## src/core/eidc_pkg.sv

```systemverilog
// constants and types for the external interrupt debounce controller
package eidc_pkg;

	// ==========================================
	// line counts and field widths
	localparam int NUM_LINES     = 32;
	localparam int NUM_PAD_LINES = 20;
	localparam int FSEL_W        = 3;
	localparam int DB_CNT_W      = 11;

	// ==========================================
	// reset values
	localparam logic [31:0] MASK_RESET = 32'hFFFFFFFF;
	localparam logic [31:0] WMASK_RESET = 32'hFFFFFFFF;

	// ==========================================
	// pad function codes: primary then secondary
	localparam logic [FSEL_W-1:0] PRI_SEL [NUM_PAD_LINES] = '{
		3'h1, 3'h1, 3'h1, 3'h1, 3'h1, 3'h1, 3'h1, 3'h1, 3'h1, 3'h1,
		3'h1, 3'h1, 3'h1, 3'h1, 3'h1, 3'h1, 3'h3, 3'h3, 3'h2, 3'h2};
	localparam logic [FSEL_W-1:0] SEC_SEL [NUM_PAD_LINES] = '{
		3'h0, 3'h0, 3'h0, 3'h2, 3'h2, 3'h2, 3'h2, 3'h0, 3'h0, 3'h4,
		3'h5, 3'h2, 3'h2, 3'h2, 3'h2, 3'h2, 3'h0, 3'h0, 3'h0, 3'h0};
	localparam logic [NUM_PAD_LINES-1:0] HAS_SEC = 20'h0FE78;

	// ==========================================
	// slow clock timing
	localparam int SLOW_HZ  = 32768;
	localparam int SYS_HZ   = 20000000;
	localparam int SLOW_DIV = SYS_HZ / SLOW_HZ;

	// debounce filter state
	typedef enum logic [0:0] {
		EIDC_DB_IDLE = 1'b0,
		EIDC_DB_WAIT = 1'b1
	} eidc_db_state_t;

endpackage : eidc_pkg

```

## src/core/eidc_top.sv

```systemverilog
// external interrupt controller: source select, debounce, polarity, pending, masks
`timescale 1ns/1ps
// Functional notes
// - a line uses its primary pad when selected, else, where HAS_SEC is set, its secondary pad when that is selected.
// - every line can raise a wakeup request to restart the system clock.
// - the filter output follows the input only after it held stable for one tick more than the programmed period.
// - new debounce period or enable settings take effect at the next slow tick or later.
// - polarity is held in the system clock domain and acts at once.
// - one read-only pending bit per line; ack writes of one clear edge requests.
// - each line has a mask bit, one blocks the request, all reset to one.
// - mask set and clear strobes change only the bits written as one.
// - a separate wakeup mask per line, reset to one, with its own set and clear.
module eidc_top
	import eidc_pkg::*;
#(
	parameter int LINES   = eidc_pkg::NUM_LINES,
	parameter int CNT_W   = eidc_pkg::DB_CNT_W,
	parameter int DIV     = eidc_pkg::SLOW_DIV
) (
	// clock and reset
	input  wire logic                        sys_clk_in,
	input  wire logic                        rst_n_in,
	// pads, already inverted, and function selects
	input  wire logic [eidc_pkg::NUM_PAD_LINES-1:0] pad_pri_in,
	input  wire logic [eidc_pkg::NUM_PAD_LINES-1:0] pad_sec_in,
	input  wire logic [eidc_pkg::NUM_PAD_LINES*eidc_pkg::FSEL_W-1:0] pad_pri_fsel_in,
	input  wire logic [eidc_pkg::NUM_PAD_LINES*eidc_pkg::FSEL_W-1:0] pad_sec_fsel_in,
	// internal peripheral sources
	input  wire logic [4:0]                  keypad_column_inputs_in,
	input  wire logic [10:0]                 periph_src_in,
	// configuration
	input  wire logic [31:0]                 db_en_in,
	input  wire logic [CNT_W-1:0]            db_period_in,
	input  wire logic [31:0]                 polarity_in,
	input  wire logic [31:0]                 edge_sens_in,
	// strobes: one bit per line, one cycle
	input  wire logic [31:0]                 irq_ack_bits_in,
	input  wire logic [31:0]                 irq_mask_set_in,
	input  wire logic [31:0]                 irq_mask_clear_in,
	input  wire logic [31:0]                 wake_mask_set_in,
	input  wire logic [31:0]                 wake_mask_clear_in,
	// status and requests
	output logic [31:0]                      irq_pending_bits_out,
	output logic [31:0]                      irq_mask_out,
	output logic [31:0]                      wake_mask_out,
	output logic                             irq_out,
	output logic                             wake_req_out
);
	import eidc_pkg::*;
	localparam int ASYNC_W = 2 * NUM_PAD_LINES + 16;

	typedef struct packed {
		logic [ASYNC_W-1:0] sync1;
		logic [ASYNC_W-1:0] sync2;
		logic [15:0]      div;
		logic             tick;
		logic [31:0]      db_en;
		logic [CNT_W-1:0] period;
		logic [31:0]      pol;
		logic [31:0]      lvl_d;
		logic [31:0]      pend;
		logic [31:0]      mask;
		logic [31:0]      wmask;
		logic             irq;
		logic             wake;
	} eidc_st_t;

	eidc_st_t    cur;
	eidc_st_t    next_cur;
	logic [31:0] src_raw;
	logic [31:0] filt;
	logic [31:0] act;
	logic [31:0] ack_eff;
	logic [ASYNC_W-1:0] async_in;

	function automatic logic [FSEL_W-1:0] fsel(input logic [NUM_PAD_LINES*FSEL_W-1:0] v,
			input int i);
		fsel = v[i*FSEL_W +: FSEL_W];
	endfunction : fsel

	// ==========================================
	// input synchroniser
	// async sources are flopped before any mux logic reads them
	assign async_in = {periph_src_in, keypad_column_inputs_in, pad_sec_in, pad_pri_in};

	// ==========================================
	// source select
	always_comb begin
		src_raw = '0;
		for (int i = 0; i < NUM_PAD_LINES; i++) begin
			if (fsel(pad_pri_fsel_in, i) == PRI_SEL[i])
				src_raw[i] = cur.sync2[i];
			else if (HAS_SEC[i] && fsel(pad_sec_fsel_in, i) == SEC_SEL[i])
				src_raw[i] = cur.sync2[NUM_PAD_LINES+i];
		end
		src_raw[20] = |cur.sync2[2*NUM_PAD_LINES +: 5];
		src_raw[31:21] = cur.sync2[ASYNC_W-1 -: 11];
	end

	// ==========================================
	// debounce filters
	for (genvar g = 0; g < LINES; g++) begin : g_db
		eidc_debounce #(.CNT_W(CNT_W)) u_db (
			.sys_clk_in (sys_clk_in),
			.rst_n_in   (rst_n_in),
			.tick_in    (cur.tick),
			.en_in      (cur.db_en[g]),
			.period_in  (cur.period),
			.raw_in     (src_raw[g]),
			.filt_out   (filt[g])
		);
	end

	assign act = filt ^ cur.pol;

	// acks that clear: edge lines with no new edge this cycle
	assign ack_eff = irq_ack_bits_in & edge_sens_in & ~(act & ~cur.lvl_d);

	// ==========================================
	// state update
	always_comb begin
		next_cur = cur;
		next_cur.sync1 = async_in;
		next_cur.sync2 = cur.sync1;
		next_cur.tick = 1'b0;
		if (cur.div >= 16'(DIV - 1)) begin
			next_cur.div = '0;
			next_cur.tick = 1'b1;
		end else begin
			next_cur.div = cur.div + 16'h0001;
		end
		if (cur.tick) begin
			next_cur.db_en = db_en_in;
			next_cur.period = db_period_in;
		end
		next_cur.pol = polarity_in;
		next_cur.lvl_d = act;
		// ack clears edge, new edge wins
		for (int i = 0; i < 32; i++) begin
			if (edge_sens_in[i]) begin
				if (act[i] && !cur.lvl_d[i])
					next_cur.pend[i] = 1'b1;
				else if (irq_ack_bits_in[i])
					next_cur.pend[i] = 1'b0;
			end else begin
				next_cur.pend[i] = act[i];
			end
		end
		next_cur.mask = (cur.mask | irq_mask_set_in) & ~irq_mask_clear_in;
		next_cur.wmask = (cur.wmask | wake_mask_set_in) & ~wake_mask_clear_in;
		next_cur.irq = |(cur.pend & ~cur.mask);
		next_cur.wake = |(cur.pend & ~cur.wmask);
	end

	// masks come out of reset closed
	always_ff @(posedge sys_clk_in or negedge rst_n_in) begin
		if (!rst_n_in) begin
			cur <= '0;
			cur.mask <= MASK_RESET;
			cur.wmask <= WMASK_RESET;
		end else begin
			cur <= next_cur;
		end
	end

	assign irq_pending_bits_out = cur.pend;
	assign irq_mask_out = cur.mask;
	assign wake_mask_out = cur.wmask;
	assign irq_out = cur.irq;
	assign wake_req_out = cur.wake;
endmodule : eidc_top

```

## src/core/eidc_debounce.sv

```systemverilog
// one-line debounce filter stepped by the slow clock tick
`timescale 1ns/1ps
module eidc_debounce
	import eidc_pkg::*;
#(
	parameter int CNT_W = eidc_pkg::DB_CNT_W
) (
	// clock and reset
	input  wire logic             sys_clk_in,
	input  wire logic             rst_n_in,
	// slow tick and settings
	input  wire logic             tick_in,
	input  wire logic             en_in,
	input  wire logic [CNT_W-1:0] period_in,
	// synchronised source and filtered result
	input  wire logic             raw_in,
	output logic                  filt_out
);
	import eidc_pkg::*;

	typedef struct packed {
		eidc_db_state_t   st;
		logic [CNT_W-1:0] cnt;
		logic             filt;
	} eidc_db_t;

	eidc_db_t cur;
	eidc_db_t next_cur;

	// ==========================================
	// filter
	always_comb begin
		next_cur = cur;
		if (!en_in) begin
			next_cur.st = EIDC_DB_IDLE;
			next_cur.cnt = '0;
			if (tick_in)
				next_cur.filt = raw_in;
		end else if (raw_in == cur.filt) begin
			next_cur.st = EIDC_DB_IDLE;
			next_cur.cnt = '0;
		end else if (tick_in) begin
			next_cur.st = EIDC_DB_WAIT;
			if (cur.cnt >= period_in) begin
				next_cur.filt = raw_in;
				next_cur.cnt = '0;
				next_cur.st = EIDC_DB_IDLE;
			end else begin
				next_cur.cnt = cur.cnt + 1'b1;
			end
		end
	end

	always_ff @(posedge sys_clk_in or negedge rst_n_in) begin
		if (!rst_n_in)
			cur <= '{st: EIDC_DB_IDLE, cnt: '0, filt: 1'b0};
		else
			cur <= next_cur;
	end

	assign filt_out = cur.filt;
endmodule : eidc_debounce

```

## config.mk

```make
export PLATFORM = sky130hd
export DESIGN_NAME = eidc_top
export DESIGN_NICKNAME = d
export VERILOG_FILES = /design/src/core/eidc_pkg.sv /design/src/core/eidc_top.sv /design/src/core/eidc_debounce.sv
export SDC_FILE = /design/constraint.sdc
export NUM_CORES = 2
export LEC_CHECK = 0
export ABC_AREA = 0
export BUFFER_PORTS_ARGS = -buffer_cell sky130_fd_sc_hd__buf_4
export CORE_ASPECT_RATIO = 1.25
export CORE_UTILIZATION = 30
export DETAILED_ROUTE_END_ITERATION = 8
export PLACE_DENSITY = 0.46
export SYNTH_ARGS = -nofsm -noshare
export SYNTH_HDL_FRONTEND = slang
export SYNTH_SLANG_ARGS = --single-unit
```

## constraint.sdc

```tcl
create_clock -name sys_clk_in -period 6.2 [get_ports sys_clk_in]
set_input_delay 1.24 -clock sys_clk_in [delete_from_list [all_inputs] [get_ports sys_clk_in]]
set_output_delay 1.24 -clock sys_clk_in [all_outputs]
set_load 0.1 [all_outputs]
```

==> flow_metrics.py <==
metrics = {
    "outcome": {
        "outcome": "finished clean",
    },
    "synthesis": {
        "yosysWarnings": 0,
        "synthTopCellsByArea": "dfrtp_1, ha_1, nand2_1",
        "synthDominantCellAreaShare_pct": 41.2,
        "yosys.area.top_type": "dfrtp_1",
        "yosysUniqueCellTypes": 73,
        "seq_area_frac_synth_pct": 45.5,
        "syn_area_per_cell_sq_um": 9.76,
        "ys_ff_latch": 700,
        "synth_cells": 3962,
        "syn_area_sq_um": 38700,
        "synth_edf_count": 0,
        "synthArstFlopShare_pct": 100,
        "synth_ff_type": "dfrtp_1",
    },
    "power": {
        "peakVddDrop_v": 0.000167,
        "swShare_pct": 29.8,
        "intPower_mw": 8.47,
        "p_sw_mw": 3.60,
        "p_per_area_nw_per_um2": 257,
        "leakage_nw": 22.2,
        "sequentialPowerShare_pct": 41.2,
        "comb_power_share_pct": 15.0,
        "p_clk_share_pct": 43.8,
    },
    "setup_path": {
        "cp_slowest_cell": "inv_2",
        "path_buf_inv": 2,
        "reg2reg_from": "cur[166]",
        "critPathRequiredTime_ps": 6810,
        "crit_type": "flip-flop to flip-flop",
        "setup.worst_path.end_class": "flip-flop",
        "arrival_ps": 4290,
        "cpPeakStageDelay_ps": 740,
        "worstRegToRegCells": 9,
        "worstReg2RegEnd": "g_db[9].u_db.cur[10]",
        "r2r_slack_ps": 2520,
        "crit_fanout": 25,
        "critPathLaunchType": "flip-flop",
        "crit_chain": "inv_2 > buf_4 > ha_1 > and4_1 > and2_1 > a221oi_2 > nand3_2 > or4_1 > nand3_1",
        "crit_family": "simple AND/OR/NAND/NOR gates",
    },
    "sta": {
        "worstMarginPinSlew_ps": 1040,
        "fin_skew_ps": 31.5,
        "finalSetupTns_ps": 0,
        "setup_viol": 0,
        "slew_violations": 0,
        "finalWorstSetupSlack_ps": 2520,
        "slew_headroom_pct": 30.4,
        "period_share_pct": 59.4,
        "rsz0062_at_grt": "false",
        "hold_violations": 0,
        "max_freq_mhz": 272,
        "final.min_clock_period_ps": 3680,
    },
    "grt": {
        "grt_use_total_pct": 19.3,
        "grt-ovfl-total": 0,
        "grt_pass1_wl_mm": 189,
        "antenna_found_initial": 11,
        "grt_pass1_vias": 30679,
        "grt_max_degree": 154,
    },
    "layout": {
        "register_area_sq_um": 17600,
        "multi_input_area_sq_um": 19600,
        "fillers": 12903,
        "layout.nets": 5275,
        "area_growth_pct": 21.4,
        "stdcell_area_sq_um": 46900,
        "drive_gt1_share_pct": 18.6,
    },
    "clock_tree": {
        "cts_buffers": 83,
        "holdBufCountCts": 0,
        "h-tree-depth": 3,
        "cts_tree": "done",
        "clock_sinks": 700,
        "clk_latency_ps": 710,
        "clockRootBuffer": "clkbuf_16",
        "clkTransAtPathRegs_ps": 60,
        "cts_post_setup_buffers_inserted": 0,
        "clockBufferDepth": 3,
        "cts_resized": 0,
    },
    "hold_path": {
        "min_path_type": "flip-flop to flip-flop",
        "worstHoldStart": "cur[321]",
        "min_to": "cur[265]",
        "min_path_cells": 0,
    },
    "floorplan": {
        "num_rows": 146,
        "io_pins": 543,
        "dieArea_sq_um": 130000,
        "coreArea_sq_um": 127000,
        "die_width_um": 323,
        "die_height_um": 403,
        "initial_utilization_pct": 30.4,
    },
    "route": {
        "ant_nets": 0,
        "drtPass1Iterations": 5,
        "routed_wl_mm": 126,
        "wl_per_cell_um": 20.2,
        "avgViaCountPerCell": 4.94,
        "drc_errors": 0,
        "vias": 30728,
        "drt-initial-drc-count": 1402,
    },
    "place": {
        "gp_congestion": 0.814,
        "dp_slack_ps": 2190,
        "numPortBuffers": 506,
        "dpl_cell_area_sq_um": 44000,
        "dp_hpwl_mm": 91.7,
    },
    "run": {
        "drv_cap": 0,
    },
}
## synth_stat cells (9+ instances only)
library cell / instances
dfrtp_1: 636
nand2_1: 458
nor2_1: 405
ha_1: 387
o21ai_0: 273
a21oi_1: 197
nand3_1: 152
inv_1: 135
xnor2_1: 117
buf_4: 96
a21o_1: 83
and3_1: 83
xor2_1: 81
nand4_1: 80
nor2b_1: 70
nor3_1: 70
dfstp_2: 64
a22o_1: 62
nor3b_1: 45
o22ai_1: 43
clkbuf_1: 40
mux2_2: 37
a31oi_1: 30
mux2i_1: 28
nand2b_1: 27
o211ai_1: 26
or2_2: 26
o311ai_0: 23
a211o_1: 20
and4_1: 20
nor4bb_1: 15
nor4_1: 14
buf_1: 9
## worst max path at each step
stage | start | to | slack, ps | cells after the start
floorplan | cur[171] | g_db[9].u_db.cur[10] | 3350 | 8
global placement | pad_pri_fsel_in[16] | g_db[5].u_db.cur[10] | 2160 | 7
detailed placement | pad_pri_fsel_in[16] | g_db[5].u_db.cur[4] | 2190 | 7
CTS | cur[166] | g_db[9].u_db.cur[10] | 2490 | 9
global route | cur[164] | g_db[15].u_db.cur[4] | 2340 | 9
finish | cur[166] | g_db[9].u_db.cur[10] | 2520 | 9
## area by class of cell
type	count	share of cell area, %
repair buffers	542	8.82
clock inverters	33	0.874
diodes	3	0.0160
multi-input cells	2981	41.8
inverters	135	1.08
clock buffers	122	5.34
well taps	1702	4.54
flip-flops and latches	700	37.5
## metal layers
metal  track usage (%)  part of all wire [%]
met1              24.3                    44
met2              33.3                    49
met3              3.25                   4.7
met4              5.99                   2.5
met5                 0                 0.041
## power groups by stage
stage                     clock network (mW)  registers (mW)  logic (mW)
after floorplan                            0            4.98        1.14
after global placement                     0            5.06        1.83
after detailed placement                   0            5.06        1.85
after CTS                               5.47            4.98        1.85
after global routing                    5.63            5.00        1.96
final                                   5.29            4.98        1.81
## placed cells by master (no fill, tap or decap), types with 81 or more instances in the layout
cell type,n
a21o_1,83
a21oi_1,197
and3_1,83
buf_4,536
clkbuf_16,85
dfrtp_1,634
ha_1,387
inv_1,124
nand2_1,458
nand3_1,152
nor2_1,405
o21ai_0,273
xnor2_1,117
xor2_1,81
## stage by stage
step	hold WS (ps)	util [%]	total power [mW]	std cells
final	345	36.9	12.1	6218
after global routing	354	36.9	12.6	6215
after CTS	340	36.8	12.3	6215
after detailed placement	336	34.6	6.91	6060
after global placement	331	34.6	6.89	6060
after floorplan	331	-	6.12	3967
## cells by family after synthesis
family / synth area share (%)
and+or+nand+nor: 18.9
AOI/OAI and AO/OA: 13.0
DFF: 45.5
adders and majority gates: 12.5
buffers and inverters: 3.76
xor gates and xnor gates: 4.49
muxes: 1.80
other: 0.00970
## state kept, by name (all words and copies together), names as in the netlist
name / count
cur: 218
wake_req_out: 1
g_db.u_db.filt_out: 32
irq_out: 1
wake_mask_out: 32
irq_pending_bits_out: 32
irq_mask_out: 32
g_db.u_db.cur: 352
Power figures use the tool's default switching activity.
